<file path="src/servo_status_defs.vh">
// Constants for the servo status and encoder divider block
`ifndef SERVO_STATUS_DEFS_VH
`define SERVO_STATUS_DEFS_VH
// Register byte offsets
`define REG_CTRL        8'h00
`define REG_ZDEV_WIDTH  8'h04
`define REG_ZSPD_WIDTH  8'h08
`define REG_JUDGE_TIME  8'h0c
`define REG_BRAKE_TIME  8'h10
`define REG_PULSE_COUNT 8'h14
`define REG_Z_OFFSET    8'h18
`define REG_OUT_SEL     8'h1c
`define REG_STATUS      8'h20
// Control fields
`define CTRL_POS_MODE   0
`define CTRL_DIR_SWAP   1
`define CTRL_RESET      2'b01
// Setting ranges and reset values
`define ZDEV_MIN        32'd1
`define ZDEV_MAX        32'd20000
`define ZDEV_RESET      16'd400
`define ZSPD_MIN        32'd10
`define ZSPD_MAX        32'd5000
`define ZSPD_RESET      16'd50
`define JUDGE_MAX       32'd1000
`define JUDGE_RESET     16'd0
`define BRAKE_MAX       32'd999
`define BRAKE_RESET     16'd0
`define BRAKE_STEP_MS   14'd10
`define PCOUNT_MIN      32'd16
`define PCOUNT_MAX      32'd32768
`define PCOUNT_RESET    16'd2048
`define ZOFF_RESET      16'd0
`define OUT_SEL_RESET   16'h0000
// Terminal assignment codes
`define CODE_POS_DONE   4'h2
`define CODE_ZERO_DEV   4'h8
`define CODE_ZERO_SPD   4'h9
`define CODE_BRAKE      4'hb
// Encoder counts per revolution
`define ENC_PER_REV     18'h20000
// Timing
`define CLK_PERIOD_NS   100
`define MS_NS           1000000
`define MS_CYCLES       ((`MS_NS + `CLK_PERIOD_NS - 1) / `CLK_PERIOD_NS)
// Bus responses
`define RESP_OKAY       2'b00
`define RESP_DECERR     2'b11
`endif

</file>
<file path="src/servo_status.v">
// Servo status outputs, brake timing and divided encoder output
//
// Our own choices: the AXI4-Lite register port and the placing of the registers.
`default_nettype none
`include "servo_status_defs.vh"

module servo_status #(
    parameter MS_CYCLES = `MS_CYCLES
) (
    input  wire        aclk,
    input  wire        aresetn,
    input  wire        power_on_n,
    input  wire        ce,
    input  wire [7:0]  s_axi_awaddr,
    input  wire        s_axi_awvalid,
    output wire        s_axi_awready,
    input  wire [31:0] s_axi_wdata,
    input  wire [3:0]  s_axi_wstrb,
    input  wire        s_axi_wvalid,
    output wire        s_axi_wready,
    output reg  [1:0]  s_axi_bresp,
    output reg         s_axi_bvalid,
    input  wire        s_axi_bready,
    input  wire [7:0]  s_axi_araddr,
    input  wire        s_axi_arvalid,
    output wire        s_axi_arready,
    output reg  [31:0] s_axi_rdata,
    output reg  [1:0]  s_axi_rresp,
    output reg         s_axi_rvalid,
    input  wire        s_axi_rready,
    input  wire [31:0] cmd_pos,
    input  wire [31:0] fb_pos,
    input  wire [15:0] motor_speed,
    input  wire        enc_step,
    input  wire        enc_fwd,
    input  wire        servo_run,
    input  wire        alarm,
    output reg  [3:0]  out_terminal,
    output reg         motor_hold,
    output reg         divided_phase_a,
    output reg         divided_phase_b,
    output reg         divided_index_n
);

    ////////////////////////////////////////////////////////////////////
    // Helpers
    function [15:0] clamp;
        input [31:0] v;
        input [31:0] lo;
        input [31:0] hi;
        begin
            if (v < lo)
                clamp = lo[15:0];
            else if (v > hi)
                clamp = hi[15:0];
            else
                clamp = v[15:0];
        end
    endfunction

    function [31:0] magnitude;
        input [31:0] v;
        begin
            magnitude = v[31] ? (~v + 32'd1) : v;
        end
    endfunction

    localparam LD_IDLE = 1'b0;
    localparam LD_RUN  = 1'b1;
    localparam BK_ENGAGED  = 2'd0;
    localparam BK_RELEASED = 2'd1;
    localparam BK_HOLD     = 2'd2;

    ////////////////////////////////////////////////////////////////////
    // Registers
    reg  [1:0]  ctrl;
    reg  [15:0] zdev_width;
    reg  [15:0] zspd_width;
    reg  [15:0] judge_time;
    reg  [15:0] brake_time;
    reg  [15:0] pcount_set;
    reg  [15:0] zoff_set;
    reg  [15:0] out_sel;
    reg  [7:0]  wr_addr;
    reg  [31:0] wr_data;
    reg         aw_held;
    reg         w_held;
    reg         zero_dev;
    reg         zero_spd;
    reg         pos_done;
    reg  [1:0]  brake_state;
    wire        brake_timing = (brake_state == BK_RELEASED);
    wire        wr_fire = aw_held && w_held && !s_axi_bvalid;
    wire        wr_hit;

    assign s_axi_awready = !aw_held && !s_axi_bvalid;
    assign s_axi_wready  = !w_held && !s_axi_bvalid;
    assign s_axi_arready = !s_axi_rvalid;
    assign wr_hit = (wr_addr == `REG_CTRL) || (wr_addr == `REG_ZDEV_WIDTH) ||
                    (wr_addr == `REG_ZSPD_WIDTH) || (wr_addr == `REG_JUDGE_TIME) ||
                    (wr_addr == `REG_BRAKE_TIME) || (wr_addr == `REG_PULSE_COUNT) ||
                    (wr_addr == `REG_Z_OFFSET) || (wr_addr == `REG_OUT_SEL);

    // Write channel capture and response
    always @(posedge aclk) begin
        if (!aresetn) begin
            aw_held      <= 1'b0;
            w_held       <= 1'b0;
            wr_addr      <= 8'h00;
            wr_data      <= 32'h00000000;
            s_axi_bvalid <= 1'b0;
            s_axi_bresp  <= `RESP_OKAY;
        end else if (ce) begin
            if (s_axi_awvalid && s_axi_awready) begin
                aw_held <= 1'b1;
                wr_addr <= {s_axi_awaddr[7:2], 2'b00};
            end
            if (s_axi_wvalid && s_axi_wready) begin
                w_held  <= 1'b1;
                wr_data <= s_axi_wdata;
            end
            if (wr_fire) begin
                aw_held      <= 1'b0;
                w_held       <= 1'b0;
                s_axi_bvalid <= 1'b1;
                s_axi_bresp  <= wr_hit ? `RESP_OKAY : `RESP_DECERR;
            end else if (s_axi_bvalid && s_axi_bready) begin
                s_axi_bvalid <= 1'b0;
            end
        end
    end

    // Register writes; whole word taken only when all lanes are strobed
    always @(posedge aclk) begin
        if (!aresetn) begin
            ctrl       <= `CTRL_RESET;
            zdev_width <= `ZDEV_RESET;
            zspd_width <= `ZSPD_RESET;
            judge_time <= `JUDGE_RESET;
            brake_time <= `BRAKE_RESET;
            out_sel    <= `OUT_SEL_RESET;
        end else if (ce && wr_fire && (s_axi_wstrb == 4'hf)) begin
            case (wr_addr)
                `REG_CTRL:       ctrl <= wr_data[1:0];
                `REG_ZDEV_WIDTH: zdev_width <= clamp(wr_data, `ZDEV_MIN, `ZDEV_MAX);
                `REG_ZSPD_WIDTH: zspd_width <= clamp(wr_data, `ZSPD_MIN, `ZSPD_MAX);
                `REG_JUDGE_TIME: judge_time <= clamp(wr_data, 32'd0, `JUDGE_MAX);
                `REG_BRAKE_TIME: brake_time <= clamp(wr_data, 32'd0, `BRAKE_MAX);
                `REG_OUT_SEL:    out_sel <= wr_data[15:0];
                default:         ctrl <= ctrl;
            endcase
        end
    end

    // Power-held settings, set to their reset values only at power-on
    always @(posedge aclk) begin
        if (!power_on_n) begin
            pcount_set <= `PCOUNT_RESET;
            zoff_set   <= `ZOFF_RESET;
        end else if (ce && wr_fire && (s_axi_wstrb == 4'hf)) begin
            if (wr_addr == `REG_PULSE_COUNT)
                pcount_set <= clamp(wr_data, `PCOUNT_MIN, `PCOUNT_MAX);
            if (wr_addr == `REG_Z_OFFSET)
                zoff_set <= wr_data[15:0];
        end
    end

    // Read channel
    always @(posedge aclk) begin
        if (!aresetn) begin
            s_axi_rvalid <= 1'b0;
            s_axi_rdata  <= 32'h00000000;
            s_axi_rresp  <= `RESP_OKAY;
        end else if (ce) begin
            if (s_axi_arvalid && s_axi_arready) begin
                s_axi_rvalid <= 1'b1;
                s_axi_rresp  <= `RESP_OKAY;
                case ({s_axi_araddr[7:2], 2'b00})
                    `REG_CTRL:        s_axi_rdata <= {30'h0, ctrl};
                    `REG_ZDEV_WIDTH:  s_axi_rdata <= {16'h0, zdev_width};
                    `REG_ZSPD_WIDTH:  s_axi_rdata <= {16'h0, zspd_width};
                    `REG_JUDGE_TIME:  s_axi_rdata <= {16'h0, judge_time};
                    `REG_BRAKE_TIME:  s_axi_rdata <= {16'h0, brake_time};
                    `REG_PULSE_COUNT: s_axi_rdata <= {16'h0, pcount_set};
                    `REG_Z_OFFSET:    s_axi_rdata <= {16'h0, zoff_set};
                    `REG_OUT_SEL:     s_axi_rdata <= {16'h0, out_sel};
                    `REG_STATUS:      s_axi_rdata <= {26'h0, alarm, motor_hold,
                                                     brake_timing, pos_done,
                                                     zero_spd, zero_dev};
                    default: begin
                        s_axi_rdata <= 32'h00000000;
                        s_axi_rresp <= `RESP_DECERR;
                    end
                endcase
            end else if (s_axi_rvalid && s_axi_rready) begin
                s_axi_rvalid <= 1'b0;
            end
        end
    end

    ////////////////////////////////////////////////////////////////////
    // Millisecond tick
    reg  [31:0] ms_div;
    wire        ms_tick = (ms_div == MS_CYCLES - 1);

    always @(posedge aclk) begin
        if (!aresetn)
            ms_div <= 32'h00000000;
        else if (ce)
            ms_div <= ms_tick ? 32'h00000000 : ms_div + 32'd1;
    end

    ////////////////////////////////////////////////////////////////////
    // Status flags and positioning complete
    reg  [15:0] judge_cnt;
    wire [31:0] dev_mag = magnitude(cmd_pos - fb_pos);
    wire [31:0] spd_mag = magnitude({{16{motor_speed[15]}}, motor_speed});
    wire        settled = zero_dev && zero_spd && !alarm;

    always @(posedge aclk) begin
        if (!aresetn) begin
            zero_dev  <= 1'b1;
            zero_spd  <= 1'b0;
            pos_done  <= 1'b0;
            judge_cnt <= 16'h0000;
        end else if (ce) begin
            zero_dev <= !ctrl[`CTRL_POS_MODE] || (dev_mag <= {16'h0, zdev_width});
            zero_spd <= (spd_mag <= {16'h0, zspd_width});
            if (!settled) begin
                judge_cnt <= 16'h0000;
                pos_done  <= 1'b0;
            end else begin
                if (ms_tick && (judge_cnt < judge_time))
                    judge_cnt <= judge_cnt + 16'd1;
                pos_done <= (judge_cnt >= judge_time);
            end
        end
    end

    ////////////////////////////////////////////////////////////////////
    // Brake timing and post-release hold
    reg  [13:0] brake_ms;
    wire [13:0] brake_limit = brake_time[9:0] * `BRAKE_STEP_MS;

    always @(posedge aclk) begin
        if (!aresetn) begin
            brake_state <= BK_ENGAGED;
            brake_ms    <= 14'h0000;
            motor_hold  <= 1'b0;
        end else if (ce) begin
            case (brake_state)
                BK_ENGAGED: begin
                    if (servo_run && !alarm)
                        brake_state <= BK_RELEASED;
                end
                BK_RELEASED: begin
                    brake_ms <= 14'h0000;
                    if (alarm)
                        brake_state <= BK_ENGAGED;
                    else if (!servo_run)
                        brake_state <= BK_HOLD;
                end
                BK_HOLD: begin
                    // torque held until brake has engaged
                    if (alarm || (brake_ms >= brake_limit))
                        brake_state <= BK_ENGAGED;
                    else if (ms_tick)
                        brake_ms <= brake_ms + 14'd1;
                end
                default: brake_state <= BK_ENGAGED;
            endcase
            // Torque kept through the run-off edge, no one-cycle dip
            motor_hold <= !alarm && (servo_run || (brake_state != BK_ENGAGED));
        end
    end

    ////////////////////////////////////////////////////////////////////
    // Terminal routing
    function route;
        input [3:0] code;
        input       dev;
        input       spd;
        input       done;
        input       brk;
        begin
            case (code)
                `CODE_POS_DONE: route = done;
                `CODE_ZERO_DEV: route = dev;
                `CODE_ZERO_SPD: route = spd;
                `CODE_BRAKE:    route = brk;
                default:        route = 1'b0;
            endcase
        end
    endfunction

    integer t;

    always @(posedge aclk) begin
        if (!aresetn) begin
            out_terminal <= 4'h0;
        end else if (ce) begin
            for (t = 0; t < 4; t = t + 1)
                out_terminal[t] <= route(out_sel[4*t +: 4], zero_dev, zero_spd,
                                         pos_done, brake_timing);
        end
    end

    ////////////////////////////////////////////////////////////////////
    // Divider settings loaded after reset
    reg         ld_state;
    reg  [15:0] pcount;
    reg  [16:0] z_rem;
    reg  [15:0] z_cycle;

    always @(posedge aclk) begin
        if (!aresetn) begin
            ld_state <= LD_RUN;
            pcount   <= `PCOUNT_RESET;
            z_rem    <= 17'h00000;
            z_cycle  <= 16'h0000;
        end else if (ce) begin
            case (ld_state)
                LD_RUN: begin
                    // power-held count loaded; offset reduced to one revolution, ignored if the count is 2048
                    pcount <= pcount_set;
                    if (pcount != pcount_set)
                        z_rem <= {zoff_set, 1'b0};
                    else if (z_rem >= {1'b0, pcount})
                        z_rem <= z_rem - {1'b0, pcount};
                    else begin
                        z_cycle  <= z_rem[15:0];
                        ld_state <= LD_IDLE;
                    end
                end
                default: ld_state <= LD_IDLE;
            endcase
        end
    end

    ////////////////////////////////////////////////////////////////////
    // Rate accumulator and quadrature position
    reg  [16:0] acc;
    reg  [1:0]  quad;
    reg  [15:0] cyc;
    wire [17:0] inc = {pcount, 2'b00};
    wire [17:0] sum_up = {1'b0, acc} + inc;
    // Wrapped accumulator values, cut to width on purpose
    wire [17:0] up_wrap = sum_up - `ENC_PER_REV;
    wire [17:0] dn_wrap = {1'b0, acc} + `ENC_PER_REV - inc;
    wire [17:0] dn_step = {1'b0, acc} - inc;
    wire        run_div = (ld_state == LD_IDLE) && enc_step;

    always @(posedge aclk) begin
        if (!aresetn) begin
            acc  <= 17'h00000;
            quad <= 2'b00;
            cyc  <= 16'h0000;
        end else if (ce && run_div) begin
            // scale feedback counts to output edges
            if (enc_fwd) begin
                if (sum_up >= `ENC_PER_REV) begin
                    acc  <= up_wrap[16:0];
                    quad <= quad + 2'd1;
                    if (quad == 2'd3)
                        cyc <= (cyc == pcount - 16'd1) ? 16'h0000 : cyc + 16'd1;
                end else begin
                    acc <= sum_up[16:0];
                end
            end else begin
                if ({1'b0, acc} < inc) begin
                    acc  <= dn_wrap[16:0];
                    quad <= quad - 2'd1;
                    if (quad == 2'd0)
                        cyc <= (cyc == 16'h0000) ? pcount - 16'd1 : cyc - 16'd1;
                end else begin
                    acc <= dn_step[16:0];
                end
            end
        end
    end

    // Output phases and index
    wire pa = quad[1];
    wire pb = quad[1] ^ quad[0];
    wire a_out = ctrl[`CTRL_DIR_SWAP] ? pb : pa;

    always @(posedge aclk) begin
        if (!aresetn) begin
            divided_phase_a <= 1'b0;
            divided_phase_b <= 1'b0;
            divided_index_n <= 1'b1;
        end else if (ce) begin
            // gray order, B leads A forward unless swapped
            divided_phase_a <= a_out;
            divided_phase_b <= ctrl[`CTRL_DIR_SWAP] ? pa : pb;
            // index during A high of the offset cycle
            divided_index_n <= !((cyc == z_cycle) && a_out);
        end
    end

endmodule
`default_nettype wire

</file>
<file path="config.mk">
export PLATFORM = sky130hd
export DESIGN_NAME = servo_status
export DESIGN_NICKNAME = d
export VERILOG_FILES = /design/src/servo_status.v
export VERILOG_INCLUDE_DIRS = /design/src
export SDC_FILE = /design/constraint.sdc
export NUM_CORES = 1
export LEC_CHECK = 0
export BUFFER_PORTS_ARGS = -buffer_cell sky130_fd_sc_hd__buf_4
export CAP_MARGIN = 10
export CORE_MARGIN = 3
export CORE_UTILIZATION = 60
export DETAILED_ROUTE_END_ITERATION = 8
export PLACE_DENSITY = 0.8
export SLEW_MARGIN = 5
export SYNTH_ARGS = -nofsm -noshare
export SYNTH_HDL_FRONTEND = slang
export SYNTH_SLANG_ARGS = --single-unit
export TNS_END_PERCENT = 5
</file>
<file path="constraint.sdc">
create_clock -name aclk -period 8.24 [get_ports aclk]
set_input_delay 0.412 -clock aclk [delete_from_list [all_inputs] [get_ports aclk]]
set_output_delay 0.412 -clock aclk [all_outputs]
set_load 0.02 [all_outputs]
</file>
==> impl_metrics.toml <==
[outcome]
status = "finished with violations"
violations = "DRC"

[detailed_routing]
vias = 22962
drt_wl_total_um = 70310
dr_wl_met3_um = 5826
drt_iter0_markers = 2470
routedWlPerCell_um = 19.31
top_layer = "met5"
via_per_inst = 6.308
post-route-drc-count = 8
met1_length_um = 28410
first_pass_iters = 9
drtAntennaViolNets = 0
wl_met2_um = 32480

[sta]
period_share_pct = 59.85
fmax_mhz = 202.8
slew_violations = 0
rsz0062_at_grt = "false"
setup_viol = 0
hold_ws_ns = 0.1054
finalHoldViolations = 0
fin_worst_skew_ns = 0.02185
fin_crit_ns = 4.931
maxSlewHeadroom_pct = 19.15
fin_ws_ns = 3.309
tightest_slew_ns = 1.208
fin_tns_setup_ns = 0

[layout]
fin_cells = 3640
utilization_pct = 68.27
final_cell_mix = "nand2_1, dfxtp_1, nor2_1"
synthToLayoutAreaGrowth_pct = 11.44
n_antenna_cell = 0
final_nets = 3418
final_common_cell = "nand2_1"
finish.instance_area_mm2 = 0.02583
drive_above_1_share_pct = 10.07

[placed_design]
numPortBuffers = 173
gp_congestion = 0.9871
dp.cells = 3569
dp_hpwl_um = 51500
post-place-ws_ns = 2.841
dpl_cell_area_mm2 = 0.02449

[critical_path]
r2r-start = "brake_time[3]"
cp_max_fo = 15
start_kind = "flop"
arrival_ns = 5.35
rr_worst_depth = 19
r2r-end = "brake_ms[13]"
worstSetupEndpointType = "flop"
r2r_slack_ns = 3.31
cp.required_ns = 8.65
crit_type = "reg -> reg"

[clock_network]
path_clk_slew_ns = 0.07
numCtsBuffers = 38
clk_latency_ns = 0.55
ctsHoldBuffers = 0
clock-sinks = 332
cts.repair.resized = 0
cts_root_buffer = "clkbuf_16"
cts_tree = "yes"
post-cts-setup-buffers = 0
cts-htree-levels = 2
cts_buffer_depth = 3

[global_routing]
grt_pass1_vias = 21936
grt_max_degree = 140
antenna_found_initial = 1
grtUsageTotal_pct = 32.87
grt_first_pass_wirelength_um = 112300
grt_overflow = 0

[yosys]
yosysSeqAreaShare_pct = 28.67
netlist_instances = 3046
synth_top_area_share_pct = 28.67
synth-async-reset-ratio_pct = 0
synth_area_leaders = "dfxtp_1, ha_1, a21oi_1"
synth_edf_count = 0
synth_ff_type = "dfxtp_1"
synth_cell_type_count = 97
yosys_warnings = 0
yosysTopAreaCell = "dfxtp_1"
netlist_area_mm2 = 0.02318
avgSynthCellArea_um2 = 7.611
ys_ff_latch = 332

[die]
core_area_mm2 = 0.03784
die_w_um = 202.6
die-area_mm2 = 0.04103
start_util_pct = 61.26
rows = 71
ioPinCount = 194
fp.dieH_um = 202.6

[min_path]
min_path_type = "in -> reg"
hold_depth = 3
min-delay-start = "s_axi_awaddr[3]"
min_to = "wr_addr[3]"

[pwr]
leakage_nw = 10.27
finalPower_mw = 5.106
ir_worst_vdd_mv = 0.2546
power_per_cell_area_mw_per_mm2 = 197.6

[flow_run]
drv_cap = 0
## worst max-delay path: stages, from the launching register on
cell       delay (ns)
dfxtp_1          0.37
ha_1             0.31
ha_1             0.17
inv_1            0.06
fa_1             0.39
inv_1            0.07
a21oi_1          0.06
o21ai_0          0.29
a21oi_1          0.11
o21bai_1         0.21
a21o_1           0.15
a21oi_1          0.07
xor2_1           0.15
ha_1             0.32
or2_2            0.29
a2111oi_0        0.45
a21oi_1          0.31
a2111oi_0        0.74
xnor2_1          0.19
nor2_1           0.06
## sequential cells by signal (all words and copies together) (netlist names), 2 cells and up
register	cells
wr_data	32
pcount_set	16
zspd_width	16
z_rem	17
zdev_width	16
acc	15
z_cycle	16
out_sel	16
pcount	16
judge_cnt	16
ctrl	2
brake_time	16
out_terminal	4
brake_state	2
ms_div	32
judge_time	16
quad	2
s_axi_rdata	16
zoff_set	16
wr_addr	6
cyc	16
brake_ms	14
## Yosys cell counts (7+ instances only)
cell / n
mux2i_1: 40
nor2b_1: 31
a31oi_1: 18
nor2_1: 291
a221oi_1: 12
a21boi_0: 27
o21bai_1: 12
a2111oi_0: 11
inv_1: 167
clkbuf_1: 149
xnor2_1: 112
buf_4: 18
nand3_1: 101
o21ai_0: 157
a22oi_1: 48
o21a_1: 17
o211ai_1: 18
nand2_1: 354
a211oi_1: 42
a21o_1: 39
nand3b_1: 15
and3_1: 37
nor4b_1: 10
nand4_1: 52
nor3b_1: 15
a311oi_1: 8
nand2b_1: 21
mux2_2: 13
nor3_1: 88
dfxtp_1: 332
and4_1: 8
and2_1: 14
buf_1: 11
xor2_1: 87
o22ai_1: 7
nor4_1: 40
a21oi_1: 272
or2_2: 13
ha_1: 169
or3_1: 30
o31ai_1: 11
## kinds of logic (layout without fill, tap and decap cells)
family,count (synthesis),count (layout),synth area share (%)
buffers and inverters,357,425,6.309
DFF,332,332,28.67
AOI/OAI and AO/OA,780,780,21.34
and+or+nand+nor,1143,1143,23.58
other,1,16,0.01618
xor gates and xnor gates,200,200,7.588
adders and majority gates,174,174,9.553
muxes,59,59,2.941
## layer usage
layer | vias to the layer above | global-route usage, %
met3 | 267 | 4.666
met2 | 1140 | 54.96
met1 | 10656 | 42.27
met4 | 2 | 14.87
met5 | - | 0
li1 | 10897 | -
## report_power, final
part / leakage [nW] / switching [mW] / total [mW] / internal [mW]
combinational: 6.94 / 0.909 / 1.54 / 0.632
clock: 0.644 / 0.719 / 1.81 / 1.09
sequential: 2.68 / 0.0833 / 1.76 / 1.68
total: 10.3 / 1.71 / 5.11 / 3.39
## how the worst max path moves through the flow
| stage | slack (ns) | from | end | cells after the start |
|---|---|---|---|---|
| detailed placement | 2.84 | cmd_pos[14] | zero_dev | 25 |
| global route | 2.90 | cmd_pos[14] | zero_dev | 25 |
| global placement | 3.02 | cmd_pos[14] | zero_dev | 24 |
| CTS | 3.38 | cmd_pos[14] | zero_dev | 25 |
| floorplan | 3.45 | fb_pos[17] | zero_dev | 25 |
| finish | 3.31 | brake_time[3] | brake_ms[13] | 19 |
## cell type report
| class | instances | area [µm²] |
|---|---|---|
| inverter | 169 | 639.4 |
| multi-input combinational | 2372 | 15170 |
| clock buffer | 49 | 1076 |
| tap | 511 | 639.4 |
| timing repair buffer | 186 | 1404 |
| clock inverter | 21 | 257.7 |
| sequential | 332 | 6646 |
| fill | 3161 | 12010 |
Note: power is estimated with default switching activity, not from simulation.
